### src/ctw_params.svh
// Offsets, reset values and timing figures of the threshold and wake registers
`ifndef CTW_PARAMS_SVH
`define CTW_PARAMS_SVH
// Register indices; byte address is four times the index
`define CTW_IDX_ZERO_LIMIT 6'h19
`define CTW_IDX_ONE_LIMIT 6'h1A
`define CTW_IDX_WAKE_EN 6'h1C
`define CTW_IDX_WAKE_PEND 6'h1D
`define CTW_IDX_EVT_STATUS 6'h30
`define CTW_IDX_EVT_MASK 6'h31
`define CTW_IDX_CODE_CFG 6'h32
// Field positions
`define CTW_LIMIT_MSB 6
`define CTW_WAKE_BIT 0
`define CTW_CODE64_BIT 0
`define CTW_EVT_ONE_BIT 0
`define CTW_EVT_ZERO_BIT 1
`define CTW_EVT_BAD_BIT 2
// Reset values
`define CTW_ONE_LIMIT_RST 7'h38
`define CTW_ZERO_LIMIT_RST 7'h08
`define CTW_WAKE_EN_RST 1'h0
`define CTW_WAKE_PEND_RST 1'h1
`define CTW_CODE64_RST 1'h1
// Code lengths in chips per bit
`define CTW_LEN_64 7'h40
`define CTW_LEN_32 7'h20
// Timing: serial port ready delay after power-down release
`define CTW_READY_NS 1000
`define CTW_CLK_NS 40
`endif

### src/ctw_pkg.sv
// Types shared by the threshold and wake register block
package ctw_pkg;
    typedef enum logic [1:0] {
        CTW_WK_DOWN = 2'b00,
        CTW_WK_WAIT = 2'b01,
        CTW_WK_UP = 2'b10
    } ctw_wake_st_t;

    typedef struct packed {
        logic valid;
        logic [6:0] count;
    } ctw_corr_in_t;

    typedef struct packed {
        logic valid;
        logic one;
        logic invalid;
    } ctw_bit_out_t;

    typedef struct packed {
        logic pd_s1;
        logic pd_s2;
        logic wait_r;
        logic [7:0] rdata;
        logic [6:0] one_limit;
        logic [6:0] zero_limit;
        logic wake_en;
        logic wake_pend;
        logic code64;
        logic [2:0] evt_status;
        logic [2:0] evt_mask;
        ctw_wake_st_t wk_st;
        logic [7:0] rdy_cnt;
        logic ser_ready;
        ctw_bit_out_t bit_out;
        logic irq;
    } ctw_state_t;
endpackage

### src/ctw_regs.sv
// Correlator thresholds, wake logic and Avalon-MM register slave
`timescale 1ns/1ps
`default_nettype none
`include "ctw_params.svh"

// Behaviour
// [RULE_01] Seven-bit one limit, bits 6:0, is the match count accepting a one.
// [RULE_02] Error-free one gives match count equal to code length, 64 or 32.
// [RULE_03] One limit resets to 0x38, tolerating eight bad chips at 64 chips.
// [RULE_04] Each bit is decided against both the one and zero limits.
// [RULE_05] Zero limit gives most matches still accepted as zero; resets 0x08.
// [RULE_06] Counts strictly between the limits give neither zero nor one.
// [RULE_07] Software writes zero to reserved bit 7 of the one limit.
// [RULE_08] Power-down release plus serial readiness raises a wake; enable resets off.
// [RULE_09] Software writes zeroes to reserved bits 7:1 of wake enable.
// [RULE_10] Wake status bit 0 shows pending wake; register resets to 0x01.
// [RULE_11] Interrupt request asserts when a wake sets the pending flag; the code raises it only while wake enable is set.
// [RULE_12] Reading wake status clears the pending flag, and nothing else does.
// [RULE_13] Wake status is read-only; writes to it have no effect.
module ctw_regs
    import ctw_pkg::*;
#(
    parameter int READY_NS = `CTW_READY_NS
) (
    input wire logic ref_clk,
    input wire logic reset_n,
    input wire logic [7:0] avs_address,
    input wire logic avs_read,
    input wire logic avs_write,
    input wire logic [3:0] avs_byteenable,
    input wire logic [31:0] avs_writedata,
    output logic [31:0] avs_readdata,
    output logic avs_waitrequest,
    input wire logic power_down_pin,
    input wire ctw_corr_in_t corr_in,
    output ctw_bit_out_t bit_out,
    output logic serial_ready,
    output logic irq
);
    // Ready delay in cycles, rounded up, at least one
    localparam int READY_RAW = (READY_NS + `CTW_CLK_NS - 1) / `CTW_CLK_NS;
    localparam int READY_CYC = (READY_RAW < 1) ? 1 : READY_RAW;
    localparam logic [7:0] READY_LAST = 8'(READY_CYC - 1);

    // [RULE_03] [RULE_05] limit reset values
    localparam ctw_state_t ST_RST = '{
        pd_s1: 1'b1,
        pd_s2: 1'b1,
        wait_r: 1'b1,
        rdata: 8'h00,
        one_limit: `CTW_ONE_LIMIT_RST,
        zero_limit: `CTW_ZERO_LIMIT_RST,
        wake_en: `CTW_WAKE_EN_RST,
        wake_pend: `CTW_WAKE_PEND_RST,
        code64: `CTW_CODE64_RST,
        evt_status: 3'h0,
        evt_mask: 3'h0,
        wk_st: CTW_WK_DOWN,
        rdy_cnt: 8'h00,
        ser_ready: 1'b0,
        bit_out: '{valid: 1'b0, one: 1'b0, invalid: 1'b0},
        irq: 1'b0
    };

    ctw_state_t st;
    ctw_state_t nx;

    logic rd_acc;
    logic wr_acc;
    logic wr_lane0;
    logic wake_evt;
    logic [6:0] code_len;
    logic [2:0] evt_set;
    logic is_one;
    logic is_zero;
    logic len_ok;

    // Word index match on an aligned byte address
    function automatic logic hit(input logic [7:0] addr, input logic [5:0] idx);
        hit = (addr[1:0] == 2'h0) && (addr[7:2] == idx);
    endfunction

    // [RULE_10] pending flag readback
    // Read value of the addressed register, zero when unmapped
    function automatic logic [7:0] read_mux(input logic [7:0] addr, input ctw_state_t s);
        read_mux = 8'h00;
        if (hit(addr, `CTW_IDX_ZERO_LIMIT)) begin
            read_mux = {1'b0, s.zero_limit};
        end else if (hit(addr, `CTW_IDX_ONE_LIMIT)) begin
            read_mux = {1'b0, s.one_limit};
        end else if (hit(addr, `CTW_IDX_WAKE_EN)) begin
            read_mux = {7'h00, s.wake_en};
        end else if (hit(addr, `CTW_IDX_WAKE_PEND)) begin
            read_mux = {7'h00, s.wake_pend};
        end else if (hit(addr, `CTW_IDX_EVT_STATUS)) begin
            read_mux = {5'h00, s.evt_status};
        end else if (hit(addr, `CTW_IDX_EVT_MASK)) begin
            read_mux = {5'h00, s.evt_mask};
        end else if (hit(addr, `CTW_IDX_CODE_CFG)) begin
            read_mux = {7'h00, s.code64};
        end
    endfunction

    // Bus handshake: a request is accepted on the edge where waitrequest is low
    assign rd_acc = avs_read & ~st.wait_r;
    assign wr_acc = avs_write & ~avs_read & ~st.wait_r;
    assign wr_lane0 = wr_acc & avs_byteenable[0];

    // [RULE_08] wake on ready delay expiry, pin still released
    assign wake_evt = (st.wk_st == CTW_WK_WAIT) && !st.pd_s2 && (st.rdy_cnt == READY_LAST);

    // [RULE_02] expected match count of a perfect one
    assign code_len = st.code64 ? `CTW_LEN_64 : `CTW_LEN_32;
    assign len_ok = corr_in.count <= code_len;

    // [RULE_04] decision against both limits
    assign is_one = len_ok && (corr_in.count >= st.one_limit);
    assign is_zero = len_ok && !is_one && (corr_in.count <= st.zero_limit);

    // Correlator events for the status register
    always_comb begin
        evt_set = 3'h0;
        evt_set[`CTW_EVT_ONE_BIT] = corr_in.valid & is_one;
        evt_set[`CTW_EVT_ZERO_BIT] = corr_in.valid & is_zero;
        evt_set[`CTW_EVT_BAD_BIT] = corr_in.valid & !is_one & !is_zero;
    end

    // Next state of the whole block
    always_comb begin
        nx = st;
        // Power-down pin synchroniser
        nx.pd_s1 = power_down_pin;
        nx.pd_s2 = st.pd_s1;

        // One wait cycle, then answer with the captured read data
        nx.wait_r = 1'b1;
        if ((avs_read | avs_write) & st.wait_r) begin
            nx.wait_r = 1'b0;
            nx.rdata = read_mux(avs_address, st);
        end

        // [RULE_07] reserved bit 7 is dropped on write
        if (wr_lane0 && hit(avs_address, `CTW_IDX_ONE_LIMIT)) begin
            nx.one_limit = avs_writedata[`CTW_LIMIT_MSB:0];
        end
        // [RULE_05] zero limit write
        if (wr_lane0 && hit(avs_address, `CTW_IDX_ZERO_LIMIT)) begin
            nx.zero_limit = avs_writedata[`CTW_LIMIT_MSB:0];
        end
        // [RULE_09] only the enable bit is kept
        if (wr_lane0 && hit(avs_address, `CTW_IDX_WAKE_EN)) begin
            nx.wake_en = avs_writedata[`CTW_WAKE_BIT];
        end
        if (wr_lane0 && hit(avs_address, `CTW_IDX_EVT_MASK)) begin
            nx.evt_mask = avs_writedata[2:0];
        end
        if (wr_lane0 && hit(avs_address, `CTW_IDX_CODE_CFG)) begin
            nx.code64 = avs_writedata[`CTW_CODE64_BIT];
        end

        // [RULE_12] read clears only what was returned; a new wake wins
        // [RULE_13] no write path reaches the pending flag
        if (rd_acc && hit(avs_address, `CTW_IDX_WAKE_PEND)) begin
            nx.wake_pend = st.wake_pend & ~st.rdata[`CTW_WAKE_BIT];
        end
        if (wake_evt) begin
            nx.wake_pend = 1'b1;
        end

        // Event status: read clears returned bits, set wins
        if (rd_acc && hit(avs_address, `CTW_IDX_EVT_STATUS)) begin
            nx.evt_status = st.evt_status & ~st.rdata[2:0];
        end
        nx.evt_status = nx.evt_status | evt_set;

        // [RULE_08] power-down release, ready delay, then serial ready
        unique case (st.wk_st)
            CTW_WK_DOWN: begin
                nx.ser_ready = 1'b0;
                nx.rdy_cnt = 8'h00;
                if (!st.pd_s2) begin
                    nx.wk_st = CTW_WK_WAIT;
                end
            end
            CTW_WK_WAIT: begin
                nx.rdy_cnt = st.rdy_cnt + 8'h01;
                if (st.pd_s2) begin
                    nx.wk_st = CTW_WK_DOWN;
                end else if (wake_evt) begin
                    nx.wk_st = CTW_WK_UP;
                    nx.ser_ready = 1'b1;
                end
            end
            CTW_WK_UP: begin
                if (st.pd_s2) begin
                    nx.wk_st = CTW_WK_DOWN;
                    nx.ser_ready = 1'b0;
                end
            end
            default: begin
                nx.wk_st = CTW_WK_DOWN;
            end
        endcase

        // [RULE_01] [RULE_06] registered bit decision
        nx.bit_out.valid = corr_in.valid & (is_one | is_zero);
        nx.bit_out.one = corr_in.valid & is_one;
        nx.bit_out.invalid = corr_in.valid & !is_one & !is_zero;

        // [RULE_11] interrupt level from the next flag values
        nx.irq = (nx.wake_pend & nx.wake_en) | (|(nx.evt_status & nx.evt_mask));
    end

    // State register
    always_ff @(posedge ref_clk) begin
        if (!reset_n) begin
            st <= ST_RST;
        end else begin
            st <= nx;
        end
    end

    // Outputs straight from the state flip-flops
    assign avs_readdata = {24'h000000, st.rdata};
    assign avs_waitrequest = st.wait_r;
    assign bit_out = st.bit_out;
    assign serial_ready = st.ser_ready;
    assign irq = st.irq;
endmodule
`default_nettype wire

### config.mk
export PLATFORM = sky130hd
export DESIGN_NAME = ctw_regs
export DESIGN_NICKNAME = d
export VERILOG_FILES = /design/src/ctw_pkg.sv /design/src/ctw_regs.sv
export VERILOG_INCLUDE_DIRS = /design/src
export SDC_FILE = /design/constraint.sdc
export NUM_CORES = 1
export LEC_CHECK = 0
export BUFFER_PORTS_ARGS = -buffer_cell sky130_fd_sc_hd__buf_2
export CAP_MARGIN = 20
export CORE_UTILIZATION = 40
export CTS_BUF_LIST = sky130_fd_sc_hd__clkbuf_16
export CTS_CLUSTER_DIAMETER = 150
export DETAILED_ROUTE_END_ITERATION = 7
export HOLD_SLACK_MARGIN = 0.05
export PLACE_DENSITY = 0.66
export SKIP_CTS_REPAIR_TIMING = 1
export SLEW_MARGIN = 10
export SYNTH_ARGS = -nofsm -noshare
export SYNTH_HDL_FRONTEND = slang
export SYNTH_SLANG_ARGS = --single-unit
### constraint.sdc
create_clock -name ref_clk -period 2.6 [get_ports ref_clk]
set_clock_uncertainty 0.15 [all_clocks]
set_input_delay 0.26 -clock ref_clk [delete_from_list [all_inputs] [get_ports ref_clk]]
set_output_delay 0.26 -clock ref_clk [all_outputs]
set_load 0.01 [all_outputs]
# --- Word level (Yosys, flattened, before mapping) ---
# Index checks and enable logic that the tools add are counted.
word_totals:
  reg_bits: 49
  out_inout_bits: 38
classes:
  n_addsub: 1
  n_lt_le_gt_ge: 3
  reduce_logical: 29
  bitwise: 22
  n_eq_ne: 15
  n_mux: 24
op_table:
  columns: ["cell", "count"]
  rows:
  - ["== test 6 x 5 -> 1 bit (second input constant)", 4]
  - ["two-way mux 7 bit", 3]
  - ["logical AND 1 bit", 19]
  - ["== test 6 bit (second input constant)", 3]
  - ["two-way mux 3 bit", 6]
  - ["case mux 8 bit (2 select lines)", 1]
  - ["less-or-equal comparator 7 bit", 2]
  - ["bitwise AND 1 bit", 12]
  - ["two-way mux 9 bit", 1]
  - ["adder 8 x 1 -> 8 bit (second input constant)", 1]
  - ["== test 8 x 5 -> 1 bit (second input constant)", 1]
  - ["two-way mux 2 bit", 4]
  - ["inequality test 2 bit (second input constant)", 4]
  - ["greater-or-equal comparator 7 bit", 1]
  - ["two-way mux 1 bit", 7]
  - ["bitwise AND 3 bit", 2]
  - ["case mux 2 bit (3 select lines)", 1]
  - ["logical NOT 2 bit", 2]
  - ["AND reduction 4 bit", 1]
  - ["logical NOT 1 bit", 3]
  - ["inequality test 3 bit (second input constant)", 1]
  - ["NOT 1 bit", 3]
  - ["NOT 3 bit", 1]
  - ["OR 1 bit", 3]
  - ["other kinds (8)", 8]

# --- Logic depth before layout (Yosys ltp) ---
logic_depth:
  word_depth: 12
  mapped_depth: 8

# --- Worst setup path before layout ---
# Ideal clock, no wire load.
synth_timing:
  kind: "register to register"
  start: "register st[21] in the netlist's numbering"
  end: "register st (netlist bit irq)"
  setup_slack_ns: 0.631
  period_less_slack_ns: 1.969
  t_arrival_ns: 1.740
  stages_incl_launch_ff: 9
  n_path_buf: 0
  cell_sequence: "dfxtp_1 inv_1 ha_1 or4b_1 o22ai_1 nand2_1 nor3b_2 a221oi_2 o211ai_1"
synth_via:
  elab_chain_cells: 12
synth_rtl:
  columns: ["item", "line_no", "rtl"]
  rows:
  - ["start: declaration", "ctw_regs.sv:65", "ctw_state_t st;"]
  - ["start signal: assignment", "ctw_regs.sv:219", "st <= nx;"]
  - ["two-way mux 7 bit (no line) (*)", null, null]
  - ["less-or-equal comparator 7 bit (*)", "ctw_regs.sv:114", "assign len_ok = corr_in.count <= code_len;"]
  - ["logical AND 1 bit", "ctw_regs.sv:117", "assign is_one = len_ok && (corr_in.count >= st.one_limit);"]
  - ["logical NOT 1 bit", "ctw_regs.sv:118, ctw_regs.sv:125", null]
  - ["logical AND 1 bit (2 in series)", "ctw_regs.sv:118", "assign is_zero = len_ok && !is_one && (corr_in.count <= st.zero_limit);"]
  - ["logical NOT 1 bit", "ctw_regs.sv:125", "evt_set[`CTW_EVT_BAD_BIT] = corr_in.valid & !is_one & !is_zero;"]
  - ["bitwise AND 1 bit", "ctw_regs.sv:125", null]
  - ["OR 3 bit (*)", "ctw_regs.sv:174", "nx.evt_status = nx.evt_status | evt_set;"]
  - ["bitwise AND 3 bit (*)", "ctw_regs.sv:211", "nx.irq = (nx.wake_pend & nx.wake_en) | (|(nx.evt_status & nx.evt_mask));"]
  - ["OR reduction 3 bit (*)", "ctw_regs.sv:211", null]
  - ["OR 1 bit (*)", "ctw_regs.sv:211", null]
# Mark *: on every way between the ends. The rest lies on a longest branch, timed or not.
# A chain may end at the register's enable or synchronous reset.

# --- Final worst setup path ---
# Ends and elaborated chain as after synthesis.

==> summary.md <==
| Metric | Value |
|---|---|
| Core ar. | 6790 um^2 |
| Commonest non-fill, non-tap cells in the layout | dfxtp_1 (48), buf_2 (41), nand2_1 (33) |
| Clk slew on worst S/H paths | ~0.06 ns |
| Post-detail-place hpwl | 4.44 mm |
| Maximum vdd drop | 0.269 mV |
| Commonest non-fill, non-tap cell in the layout | dfxtp_1 |
| Routed len/inst | between 10 and 15 um |
| Actual slew at the worst max-slew pin | ~0.86 ns |
| Drt pass-1 iters | 4 |
| Flops & latches, synth | 48 |
| # IOs | 95 |
| # rows | 30 |
| Synth cell types | 57 |
| Fin. Hold Viols | 0 |
| Hold depth | 3 |
| Post-synthesis to final-layout area growth | 9.92% |
| Port bufs | between 40 and 50 |
| Synth warnings | 0 |
| Avg Synthesized Cell Area | 8.67 um^2 |
| Overflow after GRT | 0 |
| Total leakage power | approximately 1.4 nW |
| Max clock buf depth | 2 |
| H-Tree Depth | 2 |
| Max-cap viol count | 0 |
| Worst Path Max Fanout | 3 |
| Vias | around 2200 |
| Num CTS Buffers | 5 |
| Setup TNS | 0 ns |
| Die X | 86.0 um |
| CP Capture Type | register |
| Ys flop type | dfxtp_1 |
| RSZ-0062 raised after global routing | no |
| DR DRC count | 0 |
| Worst Hold Class | primary input to register |
| Power Density | 499 nW/um^2 |
| Total Routing Usage GR | 0.165 |
| Vias per inst | a little under 5 |
| Crit start category | register |
| Sequential share of the synthesized area | 0.340 |
| Fin Hold WS | between 0.07 and 0.08 ns |
| Full die area | approximately 7400 um^2 |
| Clk Latency, worst-skew pair | ~0.28 ns |
| Die Span Y | between 80 and 90 um |
| Final GP Congestion | between 0.7 and 0.8 |
| Synthesized cell area | about 2800 um^2 |
| Vias in the first global route | between 2000 and 2500 |
| Run status | complete, no violations |
| ANT nets after route | 0 |
| EDFF count, synth | 0 |
| Final wirelength | 5.88 mm |
| Layout cell share with drive strength beyond 1 | 0.187 |
| FFs w/ async S/R, synth | 0 |
| Crit Path Class | register to register |
| Final Setup Violations | 0 |
| Crit path time final | roughly 2.3 ns |
| Final period utilization | 0.888 |
| CTS tree | done |
| First-pass GRT wire length | slightly below 10 mm |
| CP Data Required Time | 2.65 ns |
| Post-Synthesis Cells | 326 |
| Max-slew violations | 0 |
| Initial DRC Count | ~130 |
| Largest net degree at the start of global routing | slightly above 40 |
| CTS root buf | clkbuf_16 |
| Initial antenna violation count | 0 |
| Starting density of the core | 0.416 |
| Register-to-Register Path Depth | 8 |
| Post-layout net count | between 400 and 500 |
| Fmax | around 0.43 GHz |
| N_diodes | 0 |
| Num Clock Sinks | 48 |
| Critical path arrival | 2.36 ns |
| Slew margin rel. | 0.417 |
[state kept, by name (all words and copies together), names as in the netlist]
signal	count
nx	1
bit_out	3
avs_readdata	7
serial_ready	1
irq	1
avs_waitrequest	1
st	34
[cell usage after synthesis, drive strengths merged, types with 3 or more instances]
cell type,number,area share
mux2i,7,0.026
nor2,18,0.025
o21ai,9,0.016
mux2,4,0.016
nor2b,12,0.027
nand2,33,0.044
a31oi,3,0.0066
o211a,3,0.011
and2,5,0.011
dfxtp,48,0.34
nand3,25,0.046
nand2b,3,0.0066
inv,20,0.027
clkbuf,7,0.0093
buf,39,0.10
nand4,6,0.013
xor2,4,0.012
a221oi,5,0.018
a21oi,4,0.0071
ha,18,0.080
nor3b,8,0.025
a21boi,11,0.029
[cell families after synthesis]
kind of cell / Yosys count / share of synthesized area
simple gates: 126 / 0.251
buf+inv: 66 / 0.138
compound gates: 50 / 0.130
flops: 48 / 0.340
fa+ha+maj: 18 / 0.0797
mux: 11 / 0.0421
xor+xnor: 6 / 0.0186
other cells: 1 / 0.00133
[layout make-up]
cell class	count	area [um^2]
Clock buffer	5	125
Clock inverter	3	13.8
Fill cell	649	3690
Inverter	20	75.1
Multi-Input combinational cell	236	1570
Sequential cell	48	961
Tap cell	96	120
Timing Repair Buffer	46	245
[per-stage QoR]
stage	cells	cell area (um^2)	total power, mW	utilization	setup slack [ns]
5_1_grt	454	3110	1.61	0.457	0.0688
6_report	454	3110	1.55	0.457	0.291
3_5_place_dp	445	2960	0.949	0.435	0.269
2_1_floorplan	350	2920	0.923	-	0.631
3_3_place_gp	445	2960	0.946	0.435	0.310
4_1_cts	453	3100	1.56	0.456	0.245
[per-layer routing]
layer / vias up / part of all wire / routed length, um / global-route usage
met5: - / 0 / 0 / 0
met1: 1013 / 0.48 / 2840 / 0.215
li1: 1140 / - / - / -
met4: 0 / 0.018 / 105 / 0.0530
met2: 70 / 0.45 / 2630 / 0.274
met3: 10 / 0.051 / 301 / 0.0337
[power by group]
part / switching (mW) / internal, mW / leakage, nW
Sequential: 0.0103 / 0.751 / 0.390
Combinational: 0.102 / 0.0699 / 0.903
Clock: 0.267 / 0.350 / 0.0710
[path summary, 6_finish.rpt]
| check | endpoint | slack (ns) | start |
|---|---|---|---|
| min reg2reg | st[47]$_SDFF_PN1_ | 0.26 | nx[47]$_SDFF_PN1_ |
| max reg2reg | irq$_SDFF_PN0_ | 0.29 | st[21]$_SDFFE_PN1P_ |
| max | irq$_SDFF_PN0_ | 0.29 | st[21]$_SDFFE_PN1P_ |
| min | st[36]$_SDFFE_PN1P_ | 0.07 | avs_writedata[5] |
[worst max-delay path, cell delays in order (launching register included)]
cell and delay [ns]:
dfxtp_1 0.36, inv_1 0.09, ha_1 0.28, or4b_1 0.43, o22ai_1 0.29, nand2_1 0.15
nor3b_2 0.27, a221oi_2 0.09, o211ai_1 0.12
Note: power is estimated with default switching activity, not from simulation.
